## config.mk

```make
export PLATFORM = sky130hd
export DESIGN_NAME = segment_address_translation
export DESIGN_NICKNAME = d
export VERILOG_FILES = /design/src/seg_xlat_pkg.sv /design/src/segment_address_translation.sv
export SDC_FILE = /design/constraint.sdc
export NUM_CORES = 2
export LEC_CHECK = 0
export BUFFER_PORTS_ARGS = -buffer_cell sky130_fd_sc_hd__clkbuf_2
export CORE_MARGIN = 4
export CORE_UTILIZATION = 44
export DETAILED_ROUTE_END_ITERATION = 6
export GPL_TIMING_DRIVEN = 0
export PLACE_DENSITY_LB_ADDON = 0.1
export SETUP_SLACK_MARGIN = 0.2
export SLEW_MARGIN = 10
export SYNTH_ARGS = -nofsm -noshare
export SYNTH_HDL_FRONTEND = slang
export SYNTH_SLANG_ARGS = --single-unit
```

## constraint.sdc

```tcl
create_clock -name sys_clk -period 5.8 [get_ports sys_clk]
set_clock_uncertainty 0.15 [all_clocks]
set_input_delay 0.29 -clock sys_clk [delete_from_list [all_inputs] [get_ports sys_clk]]
set_output_delay 0.29 -clock sys_clk [all_outputs]
set_load 0.01 [all_outputs]
```

## src/seg_xlat_pkg.sv

```systemverilog
// Purpose: shared constants, field layouts and carrier types for segment translation
// Assumes: one processor clock, descriptor memory answers on the same clock
// Notes: descriptor layout is the classic eight-byte code/data descriptor
package seg_xlat_pkg;

	// =====================================================================
	// segment registers and selector fields
	// =====================================================================
	localparam int SEG_COUNT = 6;
	typedef enum logic [2:0] {
		SEG_CODE = 3'h0,
		SEG_STACK = 3'h1,
		SEG_DATA = 3'h2,
		SEG_EXTRA1 = 3'h3,
		SEG_EXTRA2 = 3'h4,
		SEG_EXTRA3 = 3'h5
	} seg_id_t;

	localparam int SEL_INDEX_LSB = 3;
	localparam int SEL_INDEX_MSB = 15;
	localparam int SEL_TABLE_BIT = 2;
	localparam int SEL_PRIV_MSB = 1;
	localparam int SEL_PRIV_LSB = 0;
	localparam int DESC_SIZE_SHIFT = 3;
	localparam logic [15:0] SEL_RESET = 16'h0000;

	// =====================================================================
	// descriptor field positions
	// =====================================================================
	localparam int DESC_LIMIT_LO_MSB = 15;
	localparam int DESC_BASE_LO_LSB = 16;
	localparam int DESC_BASE_LO_MSB = 39;
	localparam int DESC_TYPE_LSB = 40;
	localparam int DESC_TYPE_MSB = 43;
	localparam int DESC_APP_BIT = 44;
	localparam int DESC_DPL_LSB = 45;
	localparam int DESC_DPL_MSB = 46;
	localparam int DESC_PRESENT_BIT = 47;
	localparam int DESC_LIMIT_HI_LSB = 48;
	localparam int DESC_LIMIT_HI_MSB = 51;
	localparam int DESC_LONG_BIT = 53;
	localparam int DESC_BIG_BIT = 54;
	localparam int DESC_GRAN_BIT = 55;
	localparam int DESC_BASE_HI_LSB = 56;
	localparam int DESC_BASE_HI_MSB = 63;
	localparam int TYPE_CODE_BIT = 3;
	localparam int TYPE_DOWN_BIT = 2;
	localparam int TYPE_RW_BIT = 1;
	localparam logic [11:0] GRAN_FILL = 12'hFFF;
	localparam logic [31:0] DOWN_TOP_BIG = 32'hFFFFFFFF;
	localparam logic [31:0] DOWN_TOP_SMALL = 32'h0000FFFF;

	// =====================================================================
	// physical width selection
	// =====================================================================
	localparam int CR4_EXT_PHYS_BIT = 5;
	localparam int PHYS_BITS_LEGACY = 32;
	localparam int PHYS_BITS_EXT = 36;
	localparam int ID_WIDTH_MSB = 7;

	// =====================================================================
	// carriers and state
	// =====================================================================
	typedef struct packed {
		logic [15:0] selector;
		logic [31:0] base;
		logic [31:0] limit;
		logic usable;
		logic present;
		logic code;
		logic expand_down;
		logic rw;
		logic big;
		logic long_code;
		logic [1:0] descriptor_privilege_level;
	} seg_cache_t;

	localparam seg_cache_t CACHE_RESET = '0;

	typedef struct packed {
		seg_id_t seg;
		logic [15:0] selector;
		logic implied_load;
	} seg_load_t;

	typedef struct packed {
		seg_id_t seg;
		logic [63:0] offset;
		logic write;
		logic fetch;
	} mem_access_t;

	typedef enum logic [1:0] {
		FLT_NONE = 2'h0,
		FLT_GENERAL = 2'h1,
		FLT_NOT_PRESENT = 2'h2,
		FLT_STACK = 2'h3
	} fault_t;

	typedef enum logic [1:0] {
		LD_IDLE = 2'h0,
		LD_FETCH = 2'h1,
		LD_WAIT = 2'h3
	} load_state_t;

endpackage

```

## src/segment_address_translation.sv

```systemverilog
// Purpose: logical to linear to physical address translation through six segment registers
// Assumes: descriptor memory and instruction execution share sys_clk; one load at a time
// Notes: paging itself lives elsewhere; this block hands linear addresses to it
//
// What this block does
// - legacy protected mode: flat 32-bit physical space
// - control register four bit 5 widens to 36
// - report physical width in bits 7-0
// - logical address is selector plus offset
// - every logical address yields a linear address
// - fetch descriptor only when selector loads
// - outside 64-bit sub-mode: check rights and limit before forming address
// - linear address is cached base plus offset
// - no paging: linear goes out as physical, masked to the physical width (cuts bits only in 64-bit sub-mode)
// - 64-bit sub-mode: wide sums, canonical check
// - code descriptor long flag picks 64-bit code
// - index bits 15-3, table base plus index*8
// - selector bit 2 picks global or local
// - selector bits 1-0 are requested privilege
// - null selector into data registers: no fault
// - access through null selector faults; in 64-bit sub-mode only through code
// - null into code or stack: general fault
// - six registers: code, stack, four data
// - load fills hidden base, limit, access cache
// - explicit and implied loads both accepted
// - visible selector readable into general register
// - 64-bit: first four bases read as zero
// - 64-bit: no runtime limit checks
// - expand-up overrun: general or stack fault
module segment_address_translation
	import seg_xlat_pkg::*;
#(
	parameter int PHYS_ADDR_BITS = 40,
	parameter int LIN_ADDR_BITS = 48
) (
	input wire logic sys_clk,
	input wire logic rstn,
	input wire logic [31:0] control_register_four,
	input wire logic paging_enable,
	input wire logic wide_address_operation,
	input wire logic [63:0] global_table_base_reg,
	input wire logic [63:0] local_table_base_reg,
	input wire logic load_valid,
	input wire seg_load_t load_req,
	output logic load_ready,
	output logic load_done,
	output fault_t load_fault,
	output logic desc_req_valid,
	output logic [63:0] desc_req_addr,
	input wire logic desc_rsp_valid,
	input wire logic [63:0] desc_rsp_data,
	input wire logic acc_valid,
	input wire mem_access_t acc_req,
	output logic acc_done,
	output fault_t acc_fault,
	output logic [63:0] linear_addr,
	output logic phys_valid,
	output logic [63:0] phys_addr,
	output logic paging_req_valid,
	output logic code_is_64bit,
	input wire seg_id_t store_seg,
	output logic [15:0] store_selector,
	output logic [31:0] phys_width_word
);

	// =====================================================================
	// decode helpers
	// =====================================================================

	// index zero in the global table is the null selector, whatever the privilege bits
	function automatic logic sel_is_null(input logic [15:0] sel);
		return (sel[SEL_INDEX_MSB:SEL_INDEX_LSB] == 13'h0000) && !sel[SEL_TABLE_BIT];
	endfunction

	// unpack an eight-byte descriptor into the hidden cache format
	function automatic seg_cache_t desc_unpack(input logic [63:0] d, input logic [15:0] sel);
		seg_cache_t c;
		logic [19:0] raw_limit;
		logic [3:0] typ;
		c = CACHE_RESET;
		typ = d[DESC_TYPE_MSB:DESC_TYPE_LSB];
		raw_limit = {d[DESC_LIMIT_HI_MSB:DESC_LIMIT_HI_LSB], d[DESC_LIMIT_LO_MSB:0]};
		c.selector = sel;
		c.base = {d[DESC_BASE_HI_MSB:DESC_BASE_HI_LSB], d[DESC_BASE_LO_MSB:DESC_BASE_LO_LSB]};
		c.limit = d[DESC_GRAN_BIT] ? {raw_limit, GRAN_FILL} : {12'h000, raw_limit};
		c.usable = 1'b1;
		c.present = d[DESC_PRESENT_BIT];
		c.code = typ[TYPE_CODE_BIT];
		c.expand_down = !typ[TYPE_CODE_BIT] && typ[TYPE_DOWN_BIT];
		c.rw = typ[TYPE_RW_BIT];
		c.big = d[DESC_BIG_BIT];
		c.long_code = typ[TYPE_CODE_BIT] && d[DESC_LONG_BIT];
		c.descriptor_privilege_level = d[DESC_DPL_MSB:DESC_DPL_LSB];
		return c;
	endfunction

	// canonical means every bit above the implemented top copies it
	function automatic logic is_canonical(input logic [63:0] a);
		logic ok;
		ok = 1'b1;
		for (int i = LIN_ADDR_BITS; i < 64; i++) begin
			if (a[i] != a[LIN_ADDR_BITS - 1]) begin
				ok = 1'b0;
			end
		end
		return ok;
	endfunction

	// =====================================================================
	// segment register file: visible selector plus hidden cache
	// =====================================================================
	seg_cache_t sreg_reg [SEG_COUNT];
	load_state_t ld_state_reg;
	seg_load_t ld_reg;
	logic commit_pulse;
	seg_cache_t commit_value;

	// =====================================================================
	// load sequencer
	// =====================================================================
	logic ld_take;
	logic ld_null;
	logic ld_null_bad;
	logic [63:0] table_base;
	logic [63:0] desc_offset;
	seg_cache_t rsp_cache;
	logic rsp_bad_type;

	assign ld_take = load_valid && load_ready;
	assign ld_null = sel_is_null(load_req.selector);
	assign ld_null_bad = ld_null && (load_req.seg == SEG_CODE || load_req.seg == SEG_STACK);
	assign table_base = load_req.selector[SEL_TABLE_BIT] ? local_table_base_reg
		: global_table_base_reg;
	assign desc_offset = {48'h0000_0000_0000, load_req.selector[SEL_INDEX_MSB:SEL_INDEX_LSB],
		3'h0};
	assign rsp_cache = desc_unpack(desc_rsp_data, ld_reg.selector);
	// stack wants writable data, code register wants code, others reject system entries
	assign rsp_bad_type = !desc_rsp_data[DESC_APP_BIT]
		|| (ld_reg.seg == SEG_CODE && !rsp_cache.code)
		|| (ld_reg.seg == SEG_STACK && (rsp_cache.code || !rsp_cache.rw));

	// state of the descriptor fetch; explicit and implied loads share one path
	always_ff @(posedge sys_clk or negedge rstn) begin
		if (!rstn) begin
			ld_state_reg <= LD_IDLE;
		end else begin
			unique case (ld_state_reg)
				LD_IDLE: begin
					if (ld_take && !ld_null) begin
						ld_state_reg <= LD_FETCH;
					end
				end
				LD_FETCH: begin
					ld_state_reg <= LD_WAIT;
				end
				LD_WAIT: begin
					if (desc_rsp_valid) begin
						ld_state_reg <= LD_IDLE;
					end
				end
			endcase
		end
	end

	// capture the load request while the fetch is in flight
	always_ff @(posedge sys_clk or negedge rstn) begin
		if (!rstn) begin
			ld_reg <= '0;
		end else if (ld_take) begin
			ld_reg <= load_req;
		end
	end

	// descriptor read request toward the table memory
	always_ff @(posedge sys_clk or negedge rstn) begin
		if (!rstn) begin
			desc_req_valid <= 1'b0;
			desc_req_addr <= 64'h0000_0000_0000_0000;
		end else begin
			desc_req_valid <= ld_take && !ld_null;
			if (ld_take && !ld_null) begin
				desc_req_addr <= table_base + desc_offset;
			end
		end
	end

	// ready drops for the whole fetch so a second load cannot overtake
	always_ff @(posedge sys_clk or negedge rstn) begin
		if (!rstn) begin
			load_ready <= 1'b1;
		end else if (ld_take && !ld_null) begin
			load_ready <= 1'b0;
		end else if (ld_state_reg == LD_WAIT && desc_rsp_valid) begin
			load_ready <= 1'b1;
		end
	end

	// decide what is written back and report completion
	always_comb begin
		commit_pulse = 1'b0;
		commit_value = CACHE_RESET;
		if (ld_take && ld_null && !ld_null_bad) begin
			commit_pulse = 1'b1;
			commit_value.selector = load_req.selector;
		end else if (ld_state_reg == LD_WAIT && desc_rsp_valid && !rsp_bad_type
			&& rsp_cache.present) begin
			commit_pulse = 1'b1;
			commit_value = rsp_cache;
		end
	end

	always_ff @(posedge sys_clk or negedge rstn) begin
		if (!rstn) begin
			load_done <= 1'b0;
			load_fault <= FLT_NONE;
		end else begin
			load_done <= (ld_take && ld_null) || (ld_state_reg == LD_WAIT && desc_rsp_valid);
			if (ld_take && ld_null_bad) begin
				load_fault <= FLT_GENERAL;
			end else if (ld_take && ld_null) begin
				load_fault <= FLT_NONE;
			end else if (ld_state_reg == LD_WAIT && desc_rsp_valid) begin
				if (rsp_bad_type) begin
					load_fault <= FLT_GENERAL;
				end else if (!rsp_cache.present) begin
					load_fault <= (ld_reg.seg == SEG_STACK) ? FLT_STACK : FLT_NOT_PRESENT;
				end else begin
					load_fault <= FLT_NONE;
				end
			end
		end
	end

	// one write updates selector and cache as a unit; a faulting load changes nothing
	genvar g;
	generate
		for (g = 0; g < SEG_COUNT; g++) begin : g_sreg
			always_ff @(posedge sys_clk or negedge rstn) begin
				if (!rstn) begin
					sreg_reg[g] <= CACHE_RESET;
				end else if (commit_pulse
					&& ((ld_take && ld_null) ? load_req.seg : ld_reg.seg) == seg_id_t'(g)) begin
					sreg_reg[g] <= commit_value;
				end
			end
		end
	endgenerate

	// =====================================================================
	// selector store and identification
	// =====================================================================

	// visible part copied out for a move into a general register
	always_ff @(posedge sys_clk or negedge rstn) begin
		if (!rstn) begin
			store_selector <= SEL_RESET;
		end else begin
			store_selector <= sreg_reg[store_seg].selector;
		end
	end

	// identification word: implemented physical width in the low byte
	always_ff @(posedge sys_clk or negedge rstn) begin
		if (!rstn) begin
			phys_width_word <= 32'h0000_0000;
		end else begin
			phys_width_word <= {24'h000000, PHYS_ADDR_BITS[ID_WIDTH_MSB:0]};
		end
	end

	// =====================================================================
	// access path: checks, sum and physical hand-off
	// =====================================================================
	seg_cache_t cur;
	logic mode64;
	logic [63:0] base_eff;
	logic [31:0] lin32;
	logic [63:0] lin_next;
	logic [31:0] off32;
	logic [31:0] down_top;
	logic limit_bad;
	logic rights_bad;
	fault_t fault_next;
	logic [63:0] phys_mask;

	assign cur = sreg_reg[acc_req.seg];
	assign mode64 = wide_address_operation && sreg_reg[SEG_CODE].long_code;
	assign off32 = acc_req.offset[31:0];
	assign down_top = cur.big ? DOWN_TOP_BIG : DOWN_TOP_SMALL;

	// offset check against the cached limit in either direction
	always_comb begin
		if (mode64) begin
			limit_bad = 1'b0;
		end else if (cur.expand_down) begin
			limit_bad = (off32 <= cur.limit) || (off32 > down_top);
		end else begin
			limit_bad = off32 > cur.limit;
		end
	end

	// rights: fetch only from code, no writes to code or read-only data
	always_comb begin
		if (acc_req.fetch) begin
			rights_bad = !cur.code;
		end else if (acc_req.write) begin
			rights_bad = cur.code || !cur.rw;
		end else begin
			rights_bad = cur.code && !cur.rw;
		end
		if (mode64 && (acc_req.seg == SEG_EXTRA2 || acc_req.seg == SEG_EXTRA3)) begin
			rights_bad = 1'b0;
		end
	end

	// linear sum from the cached base, never from memory
	always_comb begin
		if (mode64 && acc_req.seg != SEG_EXTRA2 && acc_req.seg != SEG_EXTRA3) begin
			base_eff = 64'h0000_0000_0000_0000;
		end else begin
			base_eff = {32'h0000_0000, cur.base};
		end
		lin32 = cur.base + off32;
		lin_next = mode64 ? (base_eff + acc_req.offset) : {32'h0000_0000, lin32};
	end

	// fault priority: null selector, then rights, then range, then canonical form
	always_comb begin
		fault_next = FLT_NONE;
		if (!cur.usable && !mode64) begin
			fault_next = FLT_GENERAL;
		end else if (!cur.usable && mode64 && acc_req.seg == SEG_CODE) begin
			fault_next = FLT_GENERAL;
		end else if (rights_bad && !mode64) begin
			fault_next = FLT_GENERAL;
		end else if (limit_bad) begin
			fault_next = (acc_req.seg == SEG_STACK) ? FLT_STACK : FLT_GENERAL;
		end else if (mode64 && !is_canonical(lin_next)) begin
			fault_next = (acc_req.seg == SEG_STACK) ? FLT_STACK : FLT_GENERAL;
		end
	end

	// physical width: 32 legacy, 36 extended, implementation width in 64-bit mode
	always_comb begin
		phys_mask = 64'h0000_0000_FFFF_FFFF;
		if (mode64) begin
			phys_mask = (64'h1 << PHYS_ADDR_BITS) - 64'h1;
		end else if (control_register_four[CR4_EXT_PHYS_BIT]) begin
			phys_mask = (64'h1 << PHYS_BITS_EXT) - 64'h1;
		end
	end

	// registered answer one edge after the request
	always_ff @(posedge sys_clk or negedge rstn) begin
		if (!rstn) begin
			acc_done <= 1'b0;
			acc_fault <= FLT_NONE;
			linear_addr <= 64'h0000_0000_0000_0000;
			phys_valid <= 1'b0;
			phys_addr <= 64'h0000_0000_0000_0000;
			paging_req_valid <= 1'b0;
		end else begin
			acc_done <= acc_valid;
			phys_valid <= acc_valid && fault_next == FLT_NONE && !paging_enable;
			paging_req_valid <= acc_valid && fault_next == FLT_NONE && paging_enable;
			if (acc_valid) begin
				acc_fault <= fault_next;
				linear_addr <= lin_next;
				phys_addr <= lin_next & phys_mask;
			end
		end
	end

	// reports whether the loaded code segment runs 64-bit code
	always_ff @(posedge sys_clk or negedge rstn) begin
		if (!rstn) begin
			code_is_64bit <= 1'b0;
		end else begin
			code_is_64bit <= mode64;
		end
	end

endmodule

```

; After elaboration in Yosys (flattened, before gate mapping)
; Cells that the tools add are included.
[word_totals]
ff_bits = 775
input_bits = 323
[op_classes]
n_addsub = 3
magnitude_cmp = 5
eq_ne = 32
mux = 61
n_bitwise = 3
reduce_logical = 64
[op_table]
columns = op, n
row1 = binary-select mux 89 bit (select 3 bit), 2
row2 = two-way mux 89 bit, 3
row3 = two-way mux 73 bit, 3
row4 = two-way mux 64 bit, 2
row5 = two-way mux 32 bit, 3
row6 = adder 32 x 64 -> 64 bit, 1
row7 = adder 64 x 16 -> 64 bit, 1
row8 = bitwise AND 64 bit, 1
row9 = > comparator 32 bit, 2
row10 = two-way mux 40 bit, 1
row11 = two-way mux 36 bit, 1
row12 = logical AND 1 bit, 33
row13 = adder 32 bit, 1
row14 = less-or-equal comparator 32 bit, 1
row15 = two-way mux 1 bit, 30
row16 = two-way mux 2 bit, 13
row17 = two-way mux 16 bit, 1
row18 = inequality test 1 bit, 16
row19 = logical NOT 1 bit, 13
row20 = logical NOT 13 bit, 1
row21 = "equality test 3 x 1 -> 1 bit, second input constant", 4
row22 = "equality test 3 bit, second input constant", 4
row23 = logical NOT 3 bit, 4
row24 = "greater-or-equal comparator 4 bit, second input constant", 2
row25 = 13 further kinds, 25

; Longest topological paths before layout
[depth]
ltp_word = 38
depth_mapped = 23

; Worst setup path before layout
; No wires, ideal clock.
[synth_timing]
kind = input -> register
start = input acc_req[66] (netlist bit)
end = register acc_fault[1]
t_arrival_ns = 5.213
required_ns = 5.528
setup_slack_ns = 0.316
path_stages = 21
n_path_buf = 4
cell_sequence = clkbuf_1 buf_1 clkbuf_1 buf_1 mux2i_1 nor2_1 a21oi_1 inv_1 o21ai_0 fa_1 nand2b_1 a21oi_2 o2111ai_1 a211o_1 and3b_1 or4_1 a21oi_1 and4b_1 and4_1 o221ai_2 a32o_1
[synth_between]
elab_chain_len = 35
word_cells_on_any_way = 80
cone_classes = add/sub: 1 / order compare: 3 / eq/ne: 21 / mux: 37 / bitwise: 1 / reduce/logical: 17
[synth_rtl]
columns = item, line_no
row1 = "start, declared", segment_address_translation.sv:53  ; input wire mem_access_t acc_req,
row2 = NOT 3 -> 4 bit (implied by the code), segment_address_translation.sv:286  ; assign cur = sreg_reg[acc_req.seg];
row3 = binary-select mux 89 bit (select 3 bit), segment_address_translation.sv:286
row4 = two-way mux 73 bit (implied by the code) (2 in a row), segment_address_translation.sv:286
row5 = two-way mux 32 bit, segment_address_translation.sv:318  ; if (mode64 && acc_req.seg != SEG_EXTRA2 && acc_req.seg != SEG_EXTRA3) begin
row6 = adder 32 x 64 -> 64 bit, segment_address_translation.sv:324  ; lin_next = mode64 ? (base_eff + acc_req.offset) : {32'h0000_0000, lin32};
row7 = two-way mux 64 bit, segment_address_translation.sv:324
row8 = inequality test 1 bit, segment_address_translation.sv:102  ; if (a[i] != a[LIN_ADDR_BITS - 1]) begin
row9 = two-way mux 1 bit (16 in a row), segment_address_translation.sv:102
row10 = (+3 left out), n/a
row11 = two-way mux 1 bit, segment_address_translation.sv:330  ; if (!cur.usable && !mode64) begin
row12 = logical NOT 1 bit, segment_address_translation.sv:338  ; end else if (mode64 && !is_canonical(lin_next)) begin
row13 = logical AND 1 bit, segment_address_translation.sv:338
row14 = two-way mux 2 bit, segment_address_translation.sv:338
row15 = two-way mux 2 bit, segment_address_translation.sv:336  ; end else if (limit_bad) begin
row16 = two-way mux 2 bit, segment_address_translation.sv:334  ; end else if (rights_bad && !mode64) begin
row17 = two-way mux 2 bit, segment_address_translation.sv:332  ; end else if (!cur.usable && mode64 && acc_req.seg == SEG_CODE) begin
row18 = two-way mux 2 bit (*), segment_address_translation.sv:330
row19 = "end signal, assigned", segment_address_translation.sv:367  ; acc_fault <= fault_next;
row20 = "end, declared", segment_address_translation.sv:55  ; output fault_t acc_fault,
; Every way passes the cells marked *; elsewhere a longest branch is shown, timed or not. The select of a mux whose other input is x is not followed.
; A chain may end at the register's enable or synchronous reset.

; Worst setup path in the final report
[layout_timing]
start = register sreg_reg[447] (netlist bit)
end = register acc_fault[1]
[layout_between]
elab_chain_len = 34
word_cells_on_any_way = 57
cone_classes = add/sub: 1 / eq/ne: 16 / mux: 29 / reduce/logical: 11
[layout_rtl]
columns = item, line_no
row1 = "start, declared", segment_address_translation.sv:112  ; seg_cache_t sreg_reg [SEG_COUNT];
row2 = "start signal, assigned by index", segment_address_translation.sv:243  ; sreg_reg[g] <= commit_value;
row3 = logical AND 1 bit (*), segment_address_translation.sv:287  ; assign mode64 = wide_address_operation && sreg_reg[SEG_CODE].long_code;
row4 = net mode64, segment_address_translation.sv:275  ; logic mode64;
row5 = logical AND 1 bit (2 in a row), segment_address_translation.sv:318
row6 = two-way mux 32 bit, segment_address_translation.sv:318
row7 = adder 32 x 64 -> 64 bit, segment_address_translation.sv:324
row8 = two-way mux 64 bit, segment_address_translation.sv:324
row9 = inequality test 1 bit, segment_address_translation.sv:102
row10 = two-way mux 1 bit (16 in a row), segment_address_translation.sv:102
row11 = (+3 left out), n/a
row12 = two-way mux 1 bit, segment_address_translation.sv:330
row13 = logical NOT 1 bit, segment_address_translation.sv:338
row14 = logical AND 1 bit, segment_address_translation.sv:338
row15 = two-way mux 2 bit, segment_address_translation.sv:338
row16 = two-way mux 2 bit, segment_address_translation.sv:336
row17 = two-way mux 2 bit, segment_address_translation.sv:334
row18 = two-way mux 2 bit, segment_address_translation.sv:332
row19 = two-way mux 2 bit (*), segment_address_translation.sv:330
; Mark *: on every way through the listed nets, which the timed path passes. The rest lies on a longest branch. The select of a mux whose other input is x is not followed.

==> impl_metrics.py <==
metrics = {
    "critical_path": {
        "timing.rr.start": "sreg_reg[447]$_DFFE_PN0P_",
        "worstSetupEndpoint": "acc_fault[1]$_DFFE_PN0P_",
        "cp_data_required_time_ns": 6.15,
        "worst-setup-path-type": "flop to flop",
        "worstSetupStartpointType": "flop",
        "worst_setup_path_end_kind": "flop",
        "r2r_cell_count": 17,
        "crit-reg2reg-capture": "acc_fault[1]$_DFFE_PN0P_",
        "r2r_setup_slack_ns": 0.40,
        "critPathLaunch": "sreg_reg[447]$_DFFE_PN0P_",
        "cp.arrival_ns": 5.75,
        "worst_path_fanout_max": 10,
    },
    "floorplanning": {
        "initial_core_util_pct": 44.4,
        "ioPinCount": 574,
        "die-area_um2": 89200,
        "die_width_um": 299,
        "placeable_core_area_um2": 83700,
        "floorplan.rows": 106,
        "die_y_um": 299,
    },
    "synthesis": {
        "ys_async_sr_fraction_pct": 100,
        "yosys.cell_types.count": 92,
        "synthesis.instances": 3894,
        "portion_of_the_post_synthesis_area_used_by_sequential_elements_pct": 46.3,
        "synth.ff_latch_count": 688,
        "yosys_warnings": 0,
        "yosys_most_used_dff": "sky130_fd_sc_hd__dfrtp_1",
        "synth_edf_count": 0,
        "post_synth_instance_area_um2": 37200,
        "syn-mean-instance-area_um2": 9.54,
    },
    "routing": {
        "route.detailed.drc": 0,
        "wirelength_um": 134000,
        "postRouteAntennaNets": 0,
        "detailroute.via_count": 32815,
        "post_drt_wl_per_cell_um": 22.7,
        "drtPass1Iterations": 5,
        "viasPerCell": 5.56,
        "drt_first_iter_violations": 2405,
    },
    "cells_and_area": {
        "multi_input_area_um2": 18400,
        "post_route_cells_drive_above_1_share_pct": 19.9,
        "area_growth_syn_to_fin_pct": 24.6,
        "final_net_count": 5153,
        "area.sequential_um2": 17200,
        "flip_flop_count_of_the_largest_register_all_copies_and_words_added": 511,
        "instances_no_fill": 5907,
        "fill_cells": 7698,
    },
    "sta": {
        "setup_viols_final": 0,
        "final-max-slew-violation-count": 0,
        "worstMarginPinSlew_ns": 1.09,
        "setup-tns-final_ns": 0,
        "timing_hold_violations_final": 0,
        "rsz0062_at_grt": "true",
        "period_needed_ns": 5.40,
        "fmax_mhz": 185,
        "max_slew_margin_pct": 27.1,
        "final.period_utilization_pct": 93.2,
    },
    "clock_network": {
        "worst_setup_hold_path_clk_slew_ns": 0.06,
        "numCtsBuffers": 81,
        "cts_tree": "yes",
        "cts-root-to-sink-buffers": 3,
        "ctsRootBufferMaster": "sky130_fd_sc_hd__clkbuf_16",
        "tritoncts_num_sinks": 688,
        "worst_skew_pair.late_latency_ns": 0.64,
        "ctsHtreeMaxLevel": 3,
    },
    "pwr": {
        "power_leakage_nw": 21.3,
        "ir_worst_vdd_uv": 266,
        "power_density_nw_per_um2": 314,
    },
    "placed_design": {
        "gp_congestion": 0.926,
        "io_buffers": 477,
        "dp_wirelength_um": 99200,
        "dp.cells": 5566,
    },
    "global_routing": {
        "overflow": 0,
        "first_global_vias": 32907,
        "grt_pass1_wl_um": 205000,
        "grt_max_degree": 100,
        "number_of_antenna_violations_at_the_first_check_in_global_routing": 10,
        "grt_util_all_layers_pct": 29.7,
    },
    "run_status": {
        "outcome": "complete, no violations",
    },
    "job": {
        "maxCapViolations": 0,
    },
    "worst_hold_path": {
        "hold_class": "input pin to flop",
    },
}
[critical path: stages, from the launching register on]
cell and delay, ns:
sky130_fd_sc_hd__dfrtp_2 0.50, sky130_fd_sc_hd__nand2_4 0.18, sky130_fd_sc_hd__clkinvlp_4 0.31, sky130_fd_sc_hd__clkbuf_2 0.36
sky130_fd_sc_hd__clkbuf_4 0.30, sky130_fd_sc_hd__a21boi_0 0.25, sky130_fd_sc_hd__ha_1 0.33, sky130_fd_sc_hd__a21oi_1 0.28
sky130_fd_sc_hd__o211ai_1 0.13, sky130_fd_sc_hd__a21oi_1 0.28, sky130_fd_sc_hd__nand3_1 0.25, sky130_fd_sc_hd__a41oi_4 0.44
sky130_fd_sc_hd__nor4_2 0.08, sky130_fd_sc_hd__xnor2_1 0.24, sky130_fd_sc_hd__or4b_1 0.48, sky130_fd_sc_hd__o22ai_2 0.17
sky130_fd_sc_hd__o221ai_2 0.21, sky130_fd_sc_hd__a32o_1 0.30
[layout make-up]
| type | instances | share of cell area [%] |
|---|---|---|
| Inverter | 63 | 0.519 |
| Clock inverter | 27 | 0.887 |
| Antenna cell | 6 | 0.0324 |
| Sequential cell | 688 | 37.2 |
| Buffer | 330 | 3.74 |
| Timing Repair Buffer | 673 | 9.67 |
| Clock buffer | 120 | 5.22 |
| Tap cell | 1134 | 3.07 |
| Multi-Input combinational cell | 2866 | 39.7 |
[through the flow]
step	setup WS [ns]	util [%]	hold WS, ns	total power, W	instance area [µm²]
final	0.397	55.3	0.0130	0.0145	46300
after global routing	0.194	55.3	0.0166	0.0153	46300
after detailed placement	-1.89	49.4	0.183	0.00909	41400
after global placement	-12.81	49.2	0.294	0.00904	41200
after CTS	0.230	55.2	0.000852	0.0146	46200
after floorplan	0.316	-	-0.156	0.00771	37400
[logic make-up after synthesis]
| kind of cell | count (synthesis) | synth area share [%] |
|---|---|---|
| AND/OR/NAND/NOR | 1217 | 14.3 |
| AO/OA/AOI/OAI | 1075 | 16.8 |
| flip-flops | 688 | 46.3 |
| buffers and inverters | 393 | 5.07 |
| multiplexers | 256 | 9.92 |
| XOR/XNOR | 135 | 3.18 |
| adder cells (fa/ha/maj) | 128 | 4.36 |
| other | 2 | 0.0202 |
[routing by layer]
metal	part of all wire [%]	global-route usage [%]
met5	0.036	0
met2	47	49.0
met1	43	40.2
met3	6.7	5.55
met4	3.0	8.41
[cells in the mapped netlist, types with 15 or more instances]
cell type,number,area share (%)
sky130_fd_sc_hd__mux4_2,85,5.2
sky130_fd_sc_hd__or3_1,16,0.27
sky130_fd_sc_hd__ha_1,124,4.2
sky130_fd_sc_hd__o2bb2ai_1,24,0.57
sky130_fd_sc_hd__nand2_1,750,7.6
sky130_fd_sc_hd__xnor2_1,67,1.6
sky130_fd_sc_hd__nand2b_1,24,0.40
sky130_fd_sc_hd__inv_1,62,0.63
sky130_fd_sc_hd__nand4_1,48,0.81
sky130_fd_sc_hd__nand3_1,47,0.63
sky130_fd_sc_hd__buf_1,25,0.25
sky130_fd_sc_hd__a21o_1,46,0.93
sky130_fd_sc_hd__nor2_1,168,1.7
sky130_fd_sc_hd__o21ai_0,642,8.6
sky130_fd_sc_hd__mux2_2,48,1.5
sky130_fd_sc_hd__buf_4,98,2.0
sky130_fd_sc_hd__nor3_1,28,0.38
sky130_fd_sc_hd__clkbuf_1,193,1.9
sky130_fd_sc_hd__o22ai_1,17,0.29
sky130_fd_sc_hd__a22o_1,35,0.82
sky130_fd_sc_hd__nor2b_1,49,0.82
sky130_fd_sc_hd__a21oi_1,158,2.1
sky130_fd_sc_hd__o21ai_1,15,0.20
sky130_fd_sc_hd__dfrtp_1,687,46
sky130_fd_sc_hd__mux2i_1,123,3.3
sky130_fd_sc_hd__xor2_1,68,1.6
[worst min-delay path by stage]
stage,endpoint,startpoint,cells past startpoint
2_1_floorplan,acc_done$_DFF_PN0_,rstn,0
3_3_place_gp,acc_done$_DFF_PN0_,acc_valid,1
3_5_place_dp,sreg_reg[471]$_DFFE_PN0P_,rstn,1
4_1_cts,desc_req_addr[55]$_DFFE_PN0P_,global_table_base_reg[55],4
5_1_grt,desc_req_addr[61]$_DFFE_PN0P_,global_table_base_reg[61],4
6_report,desc_req_addr[44]$_DFFE_PN0P_,local_table_base_reg[44],4
[cells in the final DEF (no fill, tap or decap), drive strengths merged, types with 11 or more instances in the layout]
cell / count
o2bb2ai: 24
nand2b: 24
a22o: 35
dfrtp: 687
nand2: 752
or3: 16
ha: 124
a21oi: 162
conb: 55
xnor2: 67
a211oi: 12
inv: 64
dlygate4sd3: 185
o21a: 14
buf: 149
xor2: 68
nor2: 168
o22ai: 18
o211ai: 11
nor3: 32
mux2: 48
nor4: 15
nand4: 48
mux2i: 123
mux4: 85
or2: 12
nand3: 47
and3: 13
o21ai: 658
a21o: 46
clkbuf: 789
nor2b: 49
clkinv: 17
[timing repair]
| action | CTS | global route |
|---|---|---|
| endpoints found under the hold margin | 455 | 0 |
| hold buffers | 185 | 0 |
| setup endpoints to repair | 94 | 35 |
| gates resized for setup | 67 | 36 |
| pin swaps | 1 | 3 |
| setup buffers | 2 | 1 |
[where the power goes]
group          total (W)  switching (W)  internal [W]
registers        0.00586       0.000407       0.00545
clock network    0.00536        0.00215       0.00321
logic            0.00332        0.00194       0.00137
Note: power is estimated with default switching activity, not from simulation.
